===== config.mk =====
export PLATFORM = sky130hd
export DESIGN_NAME = state_register_write_unit
export DESIGN_NICKNAME = d
export VERILOG_FILES = /design/src/srw_pkg.sv /design/src/state_register_write_unit.sv
export SDC_FILE = /design/constraint.sdc
export NUM_CORES = 1
export LEC_CHECK = 0
export BUFFER_PORTS_ARGS = -buffer_cell sky130_fd_sc_hd__buf_2
export CAP_MARGIN = 30
export CORE_AREA = 2 2 157 159
export DETAILED_ROUTE_END_ITERATION = 8
export DIE_AREA = 0 0 159 161
export PLACE_DENSITY = 0.8
export SETUP_SLACK_MARGIN = 0.15
export SKIP_LAST_GASP = 1
export SYNTH_ARGS = -nofsm -noshare
export SYNTH_HDL_FRONTEND = slang
export SYNTH_SLANG_ARGS = --single-unit

===== constraint.sdc =====
create_clock -name hclk -period 2.5 [get_ports hclk]
set_clock_uncertainty 0.1 [all_clocks]
set_input_delay 0.25 -clock hclk [delete_from_list [all_inputs] [get_ports hclk]]
set_output_delay 0.25 -clock hclk [all_outputs]
set_load 0.05 [all_outputs]

===== src/srw_pkg.sv =====
package srw_pkg;

  // ---------------------------------------------------------------------------
  // Instruction fields
  // ---------------------------------------------------------------------------
  localparam int          XLEN       = 32;
  localparam logic [1:0]  OP_FMT     = 2'h2;
  localparam logic [5:0]  OP3_ASR    = 6'h30;
  localparam logic [5:0]  OP3_PSR    = 6'h31;
  localparam logic [5:0]  OP3_WIM    = 6'h32;
  localparam logic [5:0]  OP3_TBR    = 6'h33;
  localparam int          FMT_HI     = 31;
  localparam int          FMT_LO     = 30;
  localparam int          RD_HI      = 29;
  localparam int          RD_LO      = 25;
  localparam int          OP3_HI     = 24;
  localparam int          OP3_LO     = 19;
  localparam int          SEL_BIT    = 13;
  localparam int          IMM_HI     = 12;
  localparam int          IMM_W      = 13;

  // ---------------------------------------------------------------------------
  // Ancillary destination ranges
  // ---------------------------------------------------------------------------
  localparam logic [4:0]  ASR_Y_MAX    = 5'h0f;
  localparam logic [4:0]  ASR_USER_MAX = 5'h17;
  localparam logic [4:0]  ASR_PRIV_MAX = 5'h1d;
  localparam logic [4:0]  ASR_TEST_CONTROL_REGISTER     = 5'h1e;
  localparam logic [4:0]  ASR_ICCR     = 5'h1f;

  // ---------------------------------------------------------------------------
  // State register layouts and reset values
  // ---------------------------------------------------------------------------
  localparam int          PSR_PRIV_BIT  = 7;
  localparam int          PSR_CWP_HI    = 4;
  localparam int          PSR_CWP_LO    = 0;
  localparam int          PSR_ID_LO     = 24;
  localparam logic [31:0] PSR_WR_MASK   = 32'h00f0_3fff;
  localparam logic [31:0] PSR_RESET     = 32'h0000_0080;
  localparam logic [31:0] TBR_TBA_MASK  = 32'hffff_f000;
  localparam logic [31:0] STATE_RESET   = 32'h0000_0000;

  // ---------------------------------------------------------------------------
  // Bus map
  // ---------------------------------------------------------------------------
  localparam int          ADDR_W      = 8;
  localparam logic [7:0]  ADDR_CTRL   = 8'h00;
  localparam logic [7:0]  ADDR_STATUS = 8'h04;
  localparam logic [7:0]  ADDR_PSR    = 8'h08;
  localparam logic [7:0]  ADDR_TBR    = 8'h0c;
  localparam logic [7:0]  ADDR_WIM    = 8'h10;
  localparam logic [7:0]  ADDR_Y      = 8'h14;
  localparam logic [7:0]  ADDR_TEST_CONTROL_REGISTER   = 8'h18;
  localparam logic [7:0]  ADDR_ICCR   = 8'h1c;
  localparam int          CTRL_EN_BIT = 0;
  localparam logic [31:0] CTRL_RESET  = 32'h0000_0001;
  localparam logic [1:0]  SPLIT_SPAN  = 2'h3;

endpackage


===== src/state_register_write_unit.sv =====
// Overview of operation
// - Each state write stores first source XOR second operand into its target.
// - Selector 0 takes second source register; 1 takes sign-extended 13-bit immediate.
// - Ancillary destination 0 to 15 writes the product high half register.
// - Ancillary destination 16 to 23 raises illegal instruction, writes nothing.
// - Destination 24 to 29: privileged gives illegal, user gives privilege violation.
// - Destination 30 writes test control when privileged, else privilege violation.
// - Destination 31 writes cache control when privileged, else privilege violation.
// - Any state write forces packet splitting for the next three instructions.
// - State write changes only writable processor state subfields.
// - Unimplemented window pointer result raises illegal instruction, state unchanged.
// - Fields read within three instructions may show old or new value.
// - A trap handler after a state write reads the new value.
// - Lowering mask while enabling traps may take an interrupt at old level.
// - Trap base write changes only the trap table base field.
// - Traps soon after may vector with either base; handler reads new one.
// - Window mask write changes only implemented writable mask bits.
// - Window push, pop, return soon after may use old or new mask.
// - A trap handler after a window mask write reads the new mask.
// - Window mask write: format 10, op3 110010, fields at documented positions.
// - Product high half writes are delayed; nearby readers see old or new.
`timescale 1ns/1ps
`default_nettype none

module state_register_write_unit
  import srw_pkg::*;
#(
  parameter int          NWIN     = 8,        // Implemented register windows
  parameter logic [7:0]  IMPL_VER = 8'h5a     // Arbitrary identity value
) (
  input  wire logic             hclk,           // Core and bus clock
  input  wire logic             hresetn,        // Asynchronous reset, active low
  input  wire logic             hsel,           // Slave select
  input  wire logic [31:0]      haddr,          // Byte address
  input  wire logic [1:0]       htrans,         // Transfer type
  input  wire logic             hwrite,         // Write when high
  input  wire logic [2:0]       hsize,          // Transfer size
  input  wire logic [31:0]      hwdata,         // Write data
  input  wire logic             hready,         // Bus ready in
  output logic      [31:0]      hrdata,         // Read data
  output logic                  hreadyout,      // Slave ready
  output logic                  hresp,          // Always OKAY
  input  wire logic             instr_valid,    // Instruction present this cycle
  input  wire logic [31:0]      instr_word,     // Instruction word
  input  wire logic [31:0]      src1_data,      // First source register value
  input  wire logic [31:0]      src2_data,      // Second source register value
  output logic                  instr_done,     // Pulse: instruction retired
  output logic                  illegal_trap,   // Pulse: illegal instruction trap
  output logic                  priv_trap,      // Pulse: privilege violation trap
  output logic                  split_packet,   // Level: issue singly
  output logic      [31:0]      psr_out,        // Processor state register
  output logic      [31:0]      tbr_out,        // Trap base register
  output logic      [31:0]      wim_out,        // Window invalid mask
  output logic      [31:0]      y_out,          // Product high half
  output logic      [31:0]      test_control_register_out,       // Test control register
  output logic      [31:0]      iccr_out        // Cache control register
);

  // ---------------------------------------------------------------------------
  // Elaboration checks
  // ---------------------------------------------------------------------------
  if (NWIN < 2 || NWIN > 32) begin : g_bad_nwin
    $error("NWIN must lie between 2 and 32");
  end

  localparam logic [31:0] WIM_MASK = (NWIN == 32) ? 32'hffff_ffff :
                                     ((32'h1 << NWIN) - 32'h1);
  localparam logic [4:0]  CWP_MAX  = 5'(NWIN - 1);

  // ---------------------------------------------------------------------------
  // Helpers
  // ---------------------------------------------------------------------------
  function automatic logic is_op(input logic [31:0] w, input logic [5:0] op3);
    is_op = (w[FMT_HI:FMT_LO] == OP_FMT) && (w[OP3_HI:OP3_LO] == op3);
  endfunction

  function automatic logic [31:0] merge(input logic [31:0] old_v,
                                        input logic [31:0] new_v,
                                        input logic [31:0] mask);
    merge = (old_v & ~mask) | (new_v & mask);
  endfunction

  // ---------------------------------------------------------------------------
  // State
  // ---------------------------------------------------------------------------
  logic [31:0] psr_q;
  logic [31:0] tbr_q;
  logic [31:0] wim_q;
  logic [31:0] y_q;
  logic [31:0] test_control_register_q;
  logic [31:0] iccr_q;
  logic [31:0] ctrl_q;
  logic [1:0]  split_cnt_q;
  logic        split_q;
  logic        done_q;
  logic        ill_q;
  logic        prv_q;
  logic        last_ill_q;
  logic        last_prv_q;
  logic        dph_q;
  logic        dph_wr_q;
  logic [7:0]  dph_addr_q;
  logic [31:0] hrdata_q;
  logic        hreadyout_q;

  // ---------------------------------------------------------------------------
  // Decode and operand
  // ---------------------------------------------------------------------------
  logic        take;
  logic        op_asr;
  logic        op_psr;
  logic        op_wim;
  logic        op_tbr;
  logic        any_wr;
  logic        priv;
  logic [4:0]  dest;
  logic [31:0] operand_b;
  logic [31:0] result;
  logic        wr_y;
  logic        wr_test_control_register;
  logic        wr_iccr;
  logic        wr_psr;
  logic        wr_tbr;
  logic        wr_wim;
  logic        raise_ill;
  logic        raise_prv;

  assign take   = instr_valid && ctrl_q[CTRL_EN_BIT];
  assign op_asr = is_op(instr_word, OP3_ASR);
  assign op_psr = is_op(instr_word, OP3_PSR);
  assign op_wim = is_op(instr_word, OP3_WIM);
  assign op_tbr = is_op(instr_word, OP3_TBR);
  assign any_wr = op_asr || op_psr || op_wim || op_tbr;
  assign priv   = psr_q[PSR_PRIV_BIT];
  assign dest   = instr_word[RD_HI:RD_LO];

  // Immediate is sign-extended from bit 12 to the full word.
  assign operand_b = instr_word[SEL_BIT] ?
                     {{(XLEN - IMM_W){instr_word[IMM_HI]}}, instr_word[IMM_HI:0]} :
                     src2_data;
  assign result    = src1_data ^ operand_b;

  // Privilege is checked before the window pointer, so a user-mode write to
  // state, trap base or window mask always reports the privilege violation.
  always_comb begin
    wr_y      = 1'b0;
    wr_test_control_register   = 1'b0;
    wr_iccr   = 1'b0;
    wr_psr    = 1'b0;
    wr_tbr    = 1'b0;
    wr_wim    = 1'b0;
    raise_ill = 1'b0;
    raise_prv = 1'b0;
    if (take && op_asr) begin
      if (dest <= ASR_Y_MAX) begin
        wr_y = 1'b1;
      end else if (dest <= ASR_USER_MAX) begin
        raise_ill = 1'b1;
      end else if (dest <= ASR_PRIV_MAX) begin
        raise_ill = priv;
        raise_prv = !priv;
      end else if (dest == ASR_TEST_CONTROL_REGISTER) begin
        wr_test_control_register   = priv;
        raise_prv = !priv;
      end else begin
        wr_iccr   = priv;
        raise_prv = !priv;
      end
    end else if (take && (op_psr || op_tbr || op_wim)) begin
      if (!priv) begin
        raise_prv = 1'b1;
      end else if (op_psr && result[PSR_CWP_HI:PSR_CWP_LO] > CWP_MAX) begin
        raise_ill = 1'b1;
      end else begin
        wr_psr = op_psr;
        wr_tbr = op_tbr;
        wr_wim = op_wim;
      end
    end
  end

  // ---------------------------------------------------------------------------
  // Architectural registers
  // ---------------------------------------------------------------------------
  // Every write lands at the edge that takes the instruction. That is one of
  // the two values allowed in the delay shadow, and it guarantees that a
  // handler entered from the shadow reads back the new contents.
  always_ff @(posedge hclk or negedge hresetn) begin
    if (!hresetn) begin
      psr_q <= PSR_RESET;
    end else if (wr_psr) begin
      psr_q <= merge(psr_q, result, PSR_WR_MASK);
    end
  end

  // Mask level and trap enable change in the same edge, so the interrupt
  // logic never sees traps enabled with a stale level from this block.
  // Software is still expected to stage the two writes.

  always_ff @(posedge hclk or negedge hresetn) begin
    if (!hresetn) begin
      tbr_q <= STATE_RESET;
    end else if (wr_tbr) begin
      tbr_q <= merge(tbr_q, result, TBR_TBA_MASK);
    end
  end

  always_ff @(posedge hclk or negedge hresetn) begin
    if (!hresetn) begin
      wim_q <= STATE_RESET;
    end else if (wr_wim) begin
      wim_q <= merge(wim_q, result, WIM_MASK);
    end
  end

  always_ff @(posedge hclk or negedge hresetn) begin
    if (!hresetn) begin
      y_q <= STATE_RESET;
    end else if (wr_y) begin
      y_q <= result;
    end
  end

  always_ff @(posedge hclk or negedge hresetn) begin
    if (!hresetn) begin
      test_control_register_q <= STATE_RESET;
      iccr_q <= STATE_RESET;
    end else begin
      if (wr_test_control_register) begin
        test_control_register_q <= result;
      end
      if (wr_iccr) begin
        iccr_q <= result;
      end
    end
  end

  // ---------------------------------------------------------------------------
  // Packet splitting
  // ---------------------------------------------------------------------------
  // Counts the instructions that follow a state write; a new state write
  // inside the span restarts it, trapped or not.
  always_ff @(posedge hclk or negedge hresetn) begin
    if (!hresetn) begin
      split_cnt_q <= 2'h0;
      split_q     <= 1'b0;
    end else if (take) begin
      if (any_wr) begin
        split_cnt_q <= SPLIT_SPAN;
        split_q     <= 1'b1;
      end else if (split_cnt_q != 2'h0) begin
        split_cnt_q <= split_cnt_q - 2'h1;
        split_q     <= (split_cnt_q != 2'h1);
      end
    end
  end

  // ---------------------------------------------------------------------------
  // Trap and retire pulses
  // ---------------------------------------------------------------------------
  always_ff @(posedge hclk or negedge hresetn) begin
    if (!hresetn) begin
      done_q     <= 1'b0;
      ill_q      <= 1'b0;
      prv_q      <= 1'b0;
      last_ill_q <= 1'b0;
      last_prv_q <= 1'b0;
    end else begin
      done_q <= take;
      ill_q  <= raise_ill;
      prv_q  <= raise_prv;
      if (take && any_wr) begin
        last_ill_q <= raise_ill;
        last_prv_q <= raise_prv;
      end
    end
  end

  // ---------------------------------------------------------------------------
  // Bus slave
  // ---------------------------------------------------------------------------
  logic        aph;
  logic [7:0]  aph_addr;
  logic [31:0] rd_mux;

  assign aph      = hsel && htrans[1] && hready;
  assign aph_addr = haddr[ADDR_W-1:0];

  always_comb begin
    rd_mux = 32'h0000_0000;
    case (aph_addr)
      ADDR_CTRL:   rd_mux = ctrl_q;
      ADDR_STATUS: rd_mux = {28'h000_0000, split_cnt_q, last_prv_q, last_ill_q};
      ADDR_PSR:    rd_mux = {IMPL_VER, psr_q[PSR_ID_LO-1:0]};
      ADDR_TBR:    rd_mux = tbr_q;
      ADDR_WIM:    rd_mux = wim_q;
      ADDR_Y:      rd_mux = y_q;
      ADDR_TEST_CONTROL_REGISTER:   rd_mux = test_control_register_q;
      ADDR_ICCR:   rd_mux = iccr_q;
      default:     rd_mux = 32'h0000_0000;
    endcase
  end

  always_ff @(posedge hclk or negedge hresetn) begin
    if (!hresetn) begin
      dph_q      <= 1'b0;
      dph_wr_q   <= 1'b0;
      dph_addr_q <= 8'h00;
    end else if (hready) begin
      dph_q      <= aph;
      dph_wr_q   <= aph && hwrite;
      dph_addr_q <= aph_addr;
    end
  end

  // Read data is registered in the address phase, so a read never waits but
  // shows the state as it stood at the address edge.
  always_ff @(posedge hclk or negedge hresetn) begin
    if (!hresetn) begin
      hrdata_q <= 32'h0000_0000;
    end else if (aph && !hwrite) begin
      hrdata_q <= rd_mux;
    end
  end

  // Only the control word is writable; other offsets ignore writes.
  always_ff @(posedge hclk or negedge hresetn) begin
    if (!hresetn) begin
      ctrl_q <= CTRL_RESET;
    end else if (dph_q && dph_wr_q && dph_addr_q == ADDR_CTRL) begin
      ctrl_q <= {31'h0000_0000, hwdata[CTRL_EN_BIT]};
    end
  end

  always_ff @(posedge hclk or negedge hresetn) begin
    if (!hresetn) begin
      hreadyout_q <= 1'b0;
    end else begin
      hreadyout_q <= 1'b1;
    end
  end

  // ---------------------------------------------------------------------------
  // Outputs
  // ---------------------------------------------------------------------------
  assign hrdata       = hrdata_q;
  assign hreadyout    = hreadyout_q;
  assign hresp        = 1'b0;
  assign instr_done   = done_q;
  assign illegal_trap = ill_q;
  assign priv_trap    = prv_q;
  assign split_packet = split_q;
  assign psr_out      = {IMPL_VER, psr_q[PSR_ID_LO-1:0]};
  assign tbr_out      = tbr_q;
  assign wim_out      = wim_q;
  assign y_out        = y_q;
  assign test_control_register_out     = test_control_register_q;
  assign iccr_out     = iccr_q;

endmodule // state_register_write_unit

`default_nettype wire


# After elaboration in Yosys (flattened, before gate mapping)
# Cells that the tools add are included.
[totals]
output_inout_bits = 230
elab_cells = 111
reg_bits = 244
in_bits = 171
[classes]
n_reduce_logical = 27
eq_ne = 14
order_cmp = 4
add_sub_neg = 1
bitwise = 4
muxes = 42
[ops]
columns = ["operator", "n"]
rows = [
  ["$pmux 32 s8", 1],
  ["$mux 1", 38],
  ["$eq 8x5->1 const B", 4],
  ["$mux 32", 1],
  ["$or 12x32->32", 1],
  ["$or 32x24->32", 1],
  ["$or 32x8->32", 1],
  ["$xor 32x32->32", 1],
  ["$eq 6x6->1 const B", 4],
  ["$eq 8x4->1 const B", 2],
  ["$logic_not 8->1", 2],
  ["$logic_and 1x1->1", 15],
  ["$le 5x5->1 const B", 2],
  ["$eq 8x3->1 const B", 1],
  ["$eq 5x5->1 const B", 1],
  ["$gt 5x3->1 const B", 1],
  ["$le 5x4->1 const B", 1],
  ["$logic_or 1x1->1", 5],
  ["$mux 2", 2],
  ["$reduce_bool 2->1", 2],
  ["$eq 2x2->1 const B", 1],
  ["$logic_not 1->1", 2],
  ["$ne 2x1->1 const B", 1],
  ["$reduce_and 2->1", 1],
  ["$sub 2x1->2 const B", 1],
]

# Longest topological paths before layout
# Gate-level depths: netlist (run 1).
[logic_depth]
ltp_word = 8
depth_mapped = 7
ltp_nobuf = 5

# Worst setup path before layout (run 1)
# No wires, ideal clock.
[synth_path]
kind = "reg-to-reg"
startpoint = "register psr_q[7]"
endpoint = "register psr_q[12]"
setup_ps = 127
stages_incl_launch_ff = 5
slack_ps = 389
path_buffers = 1
synth_period_minus_slack_ps = 2111
required_time_ps = 2273
arrival_ps = 1883
path_cell_list = "dfstp_2 -> nand4_1 -> nor4_4 -> buf_6 -> mux2_1"
[synth_between]
elab_chain_len = 3
[synth_rtl]
columns = ["item", "line", "source"]
rows = [
  ["start, declared", "state_register_write_unit.sv:86", "logic [31:0] psr_q;"],
  ["start signal, assigned", "state_register_write_unit.sv:192", "psr_q <= merge(psr_q, result, PSR_WR_MASK);"],
  ["$mux 1", "state_register_write_unit.sv:170", "if (!priv) begin"],
  ["$mux 1", "state_register_write_unit.sv:169", "end else if (take && (op_psr || op_tbr || op_wim)) begin"],
  ["$mux 1", "state_register_write_unit.sv:154", "if (take && op_asr) begin"],
]
# Every way passes these cells.
# A chain may end at the register's enable or synchronous reset.

# Final worst setup path (run 1)
[layout_path]
startpoint = "register ctrl_q[0]"
endpoint = "register test_control_register_q[26] (netlist: test_control_register_out[26])"
[layout_between]
elab_chain_len = 3
[layout_rtl]
columns = ["item", "line", "source"]
rows = [
  ["start, declared", "state_register_write_unit.sv:92", "logic [31:0] ctrl_q;"],
  ["start signal, assigned", "state_register_write_unit.sv:331", "ctrl_q <= {31'h0000_0000, hwdata[CTRL_EN_BIT]};"],
  ["$logic_and 1x1->1", "state_register_write_unit.sv:128", "assign take = instr_valid && ctrl_q[CTRL_EN_BIT];"],
  ["named net take", "state_register_write_unit.sv:109", "logic take;"],
  ["$logic_and 1x1->1", "state_register_write_unit.sv:154", ""],
  ["$mux 1", "state_register_write_unit.sv:154", ""],
  ["end signal, assigned", "state_register_write_unit.sv:230", "test_control_register_q <= result;"],
  ["end, declared", "state_register_write_unit.sv:90", "logic [31:0] test_control_register_q;"],
]
# The timed path passes the listed nets, and every way through them passes these cells.

==> impl_metrics.ini, run 1 <==
[sta]
tightestPinTransition_ns = 0.884
post-route-min-period_ns = 2.25
final_max_slew_viol_count = 0
slew_headroom = 0.395
hold_violations_final = 0
setup_repair_after_global_routing_missed_its_margin = true
clock.fmax_mhz = 445
setup_viol_count_final = 0
fin_crit_sh = 0.899
setup_tns_ns = 0

[setup_path]
timing.critical_path.from_type = flip-flop
worstSetupPathType = reg2reg
timing.critical_path.to_type = flip-flop
reg2reg_setup_slack_ns = 0.25
arrival_ns = 2.46
critical_r2r_launch = ctrl_q[0]$_DFFE_PN1P_
worst_ep_required_time_ns = 2.71
startpoint = ctrl_q[0]$_DFFE_PN1P_
critical_path_peak_fanout = 14

[yosys]
ys_ff_latch = 194
synth_compound_area_frac = 0.0937
mappedNetlistArea_sq_mm = 0.00942
yosys.cell_types.count = 53
post_synth_inst_count = 760
netlist_top_cells_count = sky130_fd_sc_hd__dfrtp_1 (192), sky130_fd_sc_hd__mux2_2 (163), sky130_fd_sc_hd__buf_4 (51)
synth-xor-area-share = 0.0298
synth_top_family_by_area = multiplexers
synthDominantCellAreaShare = 0.510
synthesis.area_per_instance_sq_um = 12.4
synth_top_cells_by_area = sky130_fd_sc_hd__dfrtp_1 (51%), sky130_fd_sc_hd__mux2_2 (19%), sky130_fd_sc_hd__buf_4 (4.1%), sky130_fd_sc_hd__xnor2_1 (3.0%), sky130_fd_sc_hd__a22o_1 (2.0%)
synth_seq_area_share = 0.516
synthSimpleGateAreaFrac = 0.0597
leading_area_contributor_after_synthesis = sky130_fd_sc_hd__dfrtp_1
post-synth-top-count-cell = sky130_fd_sc_hd__dfrtp_1
synth_enable_flop_cells = 0
synth_fa_ha_area_frac = 0.00266
synthMuxAreaShare = 0.231
synthArstFlopShare = 1.00
ys_warn_count = 0
ys_dominant_reg_cell = sky130_fd_sc_hd__dfrtp_1

[detailed_routing]
drt_iter0_markers = 434
vias = 7394
avgRoutedWirePerCell_microns = 21.5
ant_nets = 0
wl_microns = 30200
detail_route.vias_per_cell = 5.27
route.detailed.drc = 0
drtPass1Iterations = 6

[clocking]
cts.path.max_buffers = 2
cts_setup_buffers = 0
tritoncts.num_buffers = 17
clkTransAtPathRegs_ns = 0.07
cts_num_sinks = 194
clockRootBuffer = sky130_fd_sc_hd__clkbuf_16
cts_max_level = 4
clock_tree_from_tritoncts = done
clock_latency_ns = 0.43

[layout]
num-fill-cells = 2118
finalCoreUtilization = 0.500
post_layout_nonfiller_instances = 1404
layout-drive-gt1-share = 0.499
num-nets-final = 1238
area.growth.synth_to_final_pct = 27.1

[run]
maxCapViolations = 0

[power]
proportion_of_power_drawn_by_flip_flops_and_latches = 0.470
fraction_of_power_consumed_by_the_clock_network = 0.424
pwr_density_cell_mw_per_mm2 = 563
vdd_ir_drop_max_v = 0.000358
static-leakage-power_nw = 6.35
cellInternalPower_mw = 4.90
combinational_fraction_of_design_power = 0.106
power.switching_mw = 1.83
power.switching_fraction = 0.272

[global_routing]
pin_count_of_the_biggest_net_entering_global_routing = 76
antenna_found_initial = 2
grtUsageTotal = 0.236
grt_pass1_vias = 7565
grt_remaining_overflow = 0
grt_first_pass_wirelength_microns = 45900

[die]
die-area_sq_mm = 0.0256
core.rowCount = 57
die_w_microns = 159
dieHeight_microns = 161
floorplan.initialDensity = 0.393
core_area_sq_mm = 0.0240
ioPinCount = 401

[worst_hold_path]
hp-class = in2reg
hold_path_startpoint = hwrite

[placement]
hpwl_microns = 21600
gp_routability_congestion = 0.819
port_buffers = 285
placedCellCount = 1363

[run_status]
status = finished clean
[power groups by stage]
stage	registers, mW	clock network, mW	logic, mW
after detailed placement	3.23	0	0.708
final	3.17	2.85	0.716
after CTS	3.17	2.90	0.719
after floorplan	3.24	0	0.463
after global placement	3.23	0	0.695
after global routing	3.17	3.06	0.770
[final timing paths]
kind / endpoint / cells past startpoint
min in group asynchronous: test_control_register_out[2]$_DFFE_PN0P_ / 2
worst min register to register: hrdata[16]$_DFFE_PN0P_ / 2
worst max-delay path: test_control_register_out[26]$_DFFE_PN0P_ / 7
worst min-delay path: dph_wr_q$_DFFE_PN0P_ / 3
worst max register to register: test_control_register_out[26]$_DFFE_PN0P_ / 7
max in group asynchronous: test_control_register_out[19]$_DFFE_PN0P_ / 3
[flip-flops by register name, summed over array words and instances, names as in the netlist, 2 cells and up]
register,cells
dph_addr_q,8
hrdata,32
iccr_out,32
psr_q,18
split_cnt_q,2
tbr_out,20
test_control_register_out,32
wim_out,8
y_out,32
[layout by cell type (no fill, tap or decap), types with 10 or more instances in the layout]
| cell | Yosys | routed |
|---|---|---|
| sky130_fd_sc_hd__nand2_1 | 35 | 35 |
| sky130_fd_sc_hd__conb_1 | 2 | 52 |
| sky130_fd_sc_hd__buf_4 | 51 | 35 |
| sky130_fd_sc_hd__mux2_2 | 163 | 163 |
| sky130_fd_sc_hd__mux2i_1 | 18 | 18 |
| sky130_fd_sc_hd__a21oi_1 | 26 | 26 |
| sky130_fd_sc_hd__nor2_1 | 11 | 10 |
| sky130_fd_sc_hd__dfrtp_1 | 192 | 192 |
| sky130_fd_sc_hd__inv_1 | 11 | 11 |
| sky130_fd_sc_hd__clkbuf_16 | 0 | 17 |
| sky130_fd_sc_hd__a22oi_1 | 22 | 22 |
| sky130_fd_sc_hd__a22o_1 | 22 | 22 |
| sky130_fd_sc_hd__o21ai_0 | 36 | 36 |
| sky130_fd_sc_hd__buf_2 | 16 | 284 |
| sky130_fd_sc_hd__xnor2_1 | 32 | 32 |
[layout make-up]
| type | instances | area [sq um] | area share |
|---|---|---|---|
| antenna | 2 | 5.00 | 0.000418 |
| timing repair buffer | 334 | 1900 | 0.159 |
| sequential | 194 | 4860 | 0.406 |
| inverter | 11 | 41.3 | 0.00345 |
| clock inverter | 13 | 168 | 0.0140 |
| multi-input combinational | 507 | 4150 | 0.347 |
| tap | 324 | 405 | 0.0339 |
| clock buffer | 19 | 443 | 0.0370 |
[timing repair]
item,4_1_cts,5_1_grt
endpoints found under the hold margin,73,0
gates resized for setup,0,2
hold buffers,7,0
endpoints found under the setup margin,0,19
[kinds of logic after synthesis]
family | count (synthesis)
flops | 194
mux | 192
compound gates | 131
buf+inv | 109
simple gates | 98
xor+xnor | 32
fa+ha+maj | 2
other cells | 2
[per-stage QoR]
| step | worst slack (ns) | power (mW) | hold WS (ns) | cell area, sq um |
|---|---|---|---|---|
| 2_1_floorplan | 0.389 | 3.70 | -0.146 | 9600 |
| 3_3_place_gp | 0.327 | 3.92 | 0.220 | 11300 |
| 3_5_place_dp | 0.278 | 3.94 | 0.232 | 11300 |
| 4_1_cts | 0.272 | 6.79 | 0.00761 | 12000 |
| 5_1_grt | 0.125 | 7.00 | 0.0257 | 12000 |
| 6_report | 0.251 | 6.74 | 0.0227 | 12000 |
[worst max-delay path: stages (launching register included)]
cell	delay [ns]
sky130_fd_sc_hd__dfstp_2	0.55
sky130_fd_sc_hd__nand2_1	0.10
sky130_fd_sc_hd__inv_1	0.14
sky130_fd_sc_hd__nand4_1	0.13
sky130_fd_sc_hd__buf_4	0.19
sky130_fd_sc_hd__nor3_2	0.19
sky130_fd_sc_hd__buf_4	0.32
sky130_fd_sc_hd__mux2_2	0.38
[metal layers]
| layer | wire length [microns] | GRT usage | vias up |
|---|---|---|---|
| li1 | - | - | 3251 |
| met1 | 12600 | 0.297 | 3743 |
| met2 | 14800 | 0.396 | 341 |
| met3 | 1920 | 0.0603 | 59 |
| met4 | 899 | 0.0860 | 0 |
| met5 | 0 | 0 | - |
(Power assumes the default switching activity.)
==> run 2: changes to the inputs <==
--- a/config.mk
+++ b/config.mk
@@ -7,10 +7,11 @@
 export LEC_CHECK = 0
 export BUFFER_PORTS_ARGS = -buffer_cell sky130_fd_sc_hd__buf_2
 export CAP_MARGIN = 30
-export CORE_AREA = 2 2 157 159
+export CORE_UTILIZATION = 25
 export DETAILED_ROUTE_END_ITERATION = 8
-export DIE_AREA = 0 0 159 161
-export PLACE_DENSITY = 0.8
+export GPL_TIMING_DRIVEN = 0
+export HOLD_SLACK_MARGIN = 0.05
+export PLACE_DENSITY = 0.59
 export SETUP_SLACK_MARGIN = 0.15
 export SKIP_LAST_GASP = 1
 export SYNTH_ARGS = -nofsm -noshare
==> run 2 against run 1 <==
Sequential power hardly changed; utilization shrank 16 points; worst hold slack improved by 0.079 ns; total power rose by 0.78%; die area grew 50%; maximum frequency is 0.41% higher; register-to-register slack about the same.
==> impl_metrics.ini, run 2 (synthesis gave the netlist of run 1 again) <==
[run_status]
status = finished clean

[sta]
hold_violations_final = 0
holdWs_ns = 0.101
fin_crit_sh = 0.896
final_max_slew_viol_count = 0
clock.fmax_mhz = 447
slew_headroom = 0.337
setup_repair_after_global_routing_missed_its_margin = true
tightestPinTransition_ns = 0.991
post-route-min-period_ns = 2.24
layout_setup_ws_ns = 0.260
setup_viol_count_final = 0

[detailed_routing]
drt_iter0_markers = 307
vias = 7426
drtPass1Iterations = 4
ant_nets = 0
route.detailed.drc = 0
detail_route.vias_per_cell = 4.51
wl_microns = 34400
avgRoutedWirePerCell_microns = 20.9

[setup_path]
arrival_ns = 2.47
worst_ep_required_time_ns = 2.73
cp_slowest_cell = sky130_fd_sc_hd__dfstp_2
cpPeakStageDelay_ns = 0.58
critical_path_peak_fanout = 10
timing.critical_path.from_type = flip-flop
crit_path_cell_chain = nand2_1, inv_1, nand4_1, nor2_2, clkbuf_4, mux2_2
worstSetupPathType = reg2reg
timing.critical_path.to_type = flip-flop

[clocking]
cts_max_level = 4
clock_tree_from_tritoncts = done
clockRootBuffer = sky130_fd_sc_hd__clkbuf_16
clock_latency_ns = 0.45
cts_num_sinks = 194
tritoncts.num_buffers = 17
clkTransAtPathRegs_ns = 0.08
cts.path.max_buffers = 2

[global_routing]
antenna_found_initial = 1
pin_count_of_the_biggest_net_entering_global_routing = 107
grt_first_pass_wirelength_microns = 49300
grt_pass1_vias = 7458
grt_remaining_overflow = 0
grtUsageTotal = 0.180

[placement]
port_buffers = 280
hpwl_microns = 25300
place_area_sq_mm = 0.0117
post-place-ws_ns = -0.248
gp_routability_congestion = 0.794

[run]
maxCapViolations = 0

[power]
static-leakage-power_nw = 6.57
vdd_ir_drop_max_v = 0.000448
pwr_density_cell_mw_per_mm2 = 543

[layout]
layout.cells.most_common_list = sky130_fd_sc_hd__buf_2 (289), sky130_fd_sc_hd__dfrtp_1 (192), sky130_fd_sc_hd__mux2_2 (163)
final_design_area_no_fill_sq_mm = 0.0125
mostFrequentLayoutCell = sky130_fd_sc_hd__buf_2
area.growth.synth_to_final_pct = 32.9
num-nets-final = 1301
layout-drive-gt1-share = 0.499
antennaDiodeCount = 0

[worst_hold_path]
hp-class = in2reg

[die]
core_area_sq_mm = 0.0369
core.rowCount = 70
die_w_microns = 196
floorplan.initialDensity = 0.255
die-area_sq_mm = 0.0384
ioPinCount = 401
dieHeight_microns = 196
[run 2: cell count changes in the layout (fill, tap and decap cells not counted), moves of 2 or more]
cell                            previous run  this run
sky130_fd_sc_hd__clkbuf_4                  0         3
sky130_fd_sc_hd__buf_2                   284       289
sky130_fd_sc_hd__buf_4                    35        52
sky130_fd_sc_hd__diode_2                   2         0
sky130_fd_sc_hd__clkbuf_1                  1        21
sky130_fd_sc_hd__buf_1                     0         2
sky130_fd_sc_hd__clkbuf_2                  0         6
sky130_fd_sc_hd__buf_8                     0         2
sky130_fd_sc_hd__buf_6                     0         7
sky130_fd_sc_hd__dlygate4sd3_1             7        14
sky130_fd_sc_hd__clkinvlp_4                3         1
sky130_fd_sc_hd__clkinv_4                  1         5
sky130_fd_sc_hd__buf_12                    6         0
[run 2: path summary, 6_finish.rpt]
check | from | end | slack [ns] | depth (start not counted)
max in group asynchronous | hresetn | hrdata[24]$_DFFE_PN0P_ | 1.03 | 3
setup / recovery | ctrl_q[0]$_DFFE_PN1P_ | y_out[28]$_DFFE_PN0P_ | 0.26 | 6
hold / removal | instr_word[20] | illegal_trap$_DFF_PN0_ | 0.10 | 4
min in group asynchronous | hresetn | iccr_out[6]$_DFFE_PN0P_ | 0.27 | 2
setup reg to reg | ctrl_q[0]$_DFFE_PN1P_ | y_out[28]$_DFFE_PN0P_ | 0.26 | 6
hold reg to reg | hrdata[22]$_DFFE_PN0P_ | hrdata[22]$_DFFE_PN0P_ | 0.38 | 2
[run 2: layout make-up]
| type | count | area, sq um |
|---|---|---|
| plain buffers | 98 | 641 |
| clock buffers | 19 | 453 |
| clock inverters | 13 | 141 |
| fillers | 3795 | 24400 |
| inverters | 11 | 41.3 |
| multi-input cells | 507 | 4140 |
| flip-flops and latches | 194 | 4860 |
| well taps | 504 | 631 |
| repair buffers | 299 | 1610 |
[run 2: power breakdown]
part | internal [mW] | total (mW) | leakage (nW) | switching, mW
registers | 3.16 | 3.16 | 2.68 | 0.00954
logic | 0.248 | 0.789 | 3.60 | 0.541
clock network | 1.47 | 2.83 | 0.290 | 1.37
total | 4.87 | 6.79 | 6.57 | 1.92
[run 2: per-layer routing]
metal	vias up	GRT usage	part of all wire
met5	-	0	0
met4	0	0.0703	0.027
met3	43	0.0380	0.051
met2	252	0.296	0.48
met1	3744	0.230	0.44
li1	3387	-	-
[run 2: worst max-delay path, delay by kind of cell, from the launching register on]
family	cells	cell delay (ns)
mux	1	0.36
buf+inv	2	0.50
simple gates	3	0.58
flops	1	0.58
[run 2: timing repair]
action | 4_1_cts | 5_1_grt
endpoints found under the setup margin | 99 | 118
endpoints found under the hold margin | 98 | 0
buffers inserted | 1 | 0
pin swaps | 1 | 1
resized for setup | 8 | 25
hold buffers | 14 | 0
[run 2: through the flow]
| stage | power [mW] | setup TNS, ns | utilization | std cells |
|---|---|---|---|---|
| floorplan | 3.70 | 0 | - | 810 |
| global placement | 3.99 | -470.55 | 0.316 | 1594 |
| detailed placement | 4.01 | -6.03 | 0.317 | 1598 |
| CTS | 6.90 | 0 | 0.338 | 1645 |
| global route | 7.08 | 0 | 0.339 | 1645 |
| finish | 6.79 | 0 | 0.339 | 1645 |
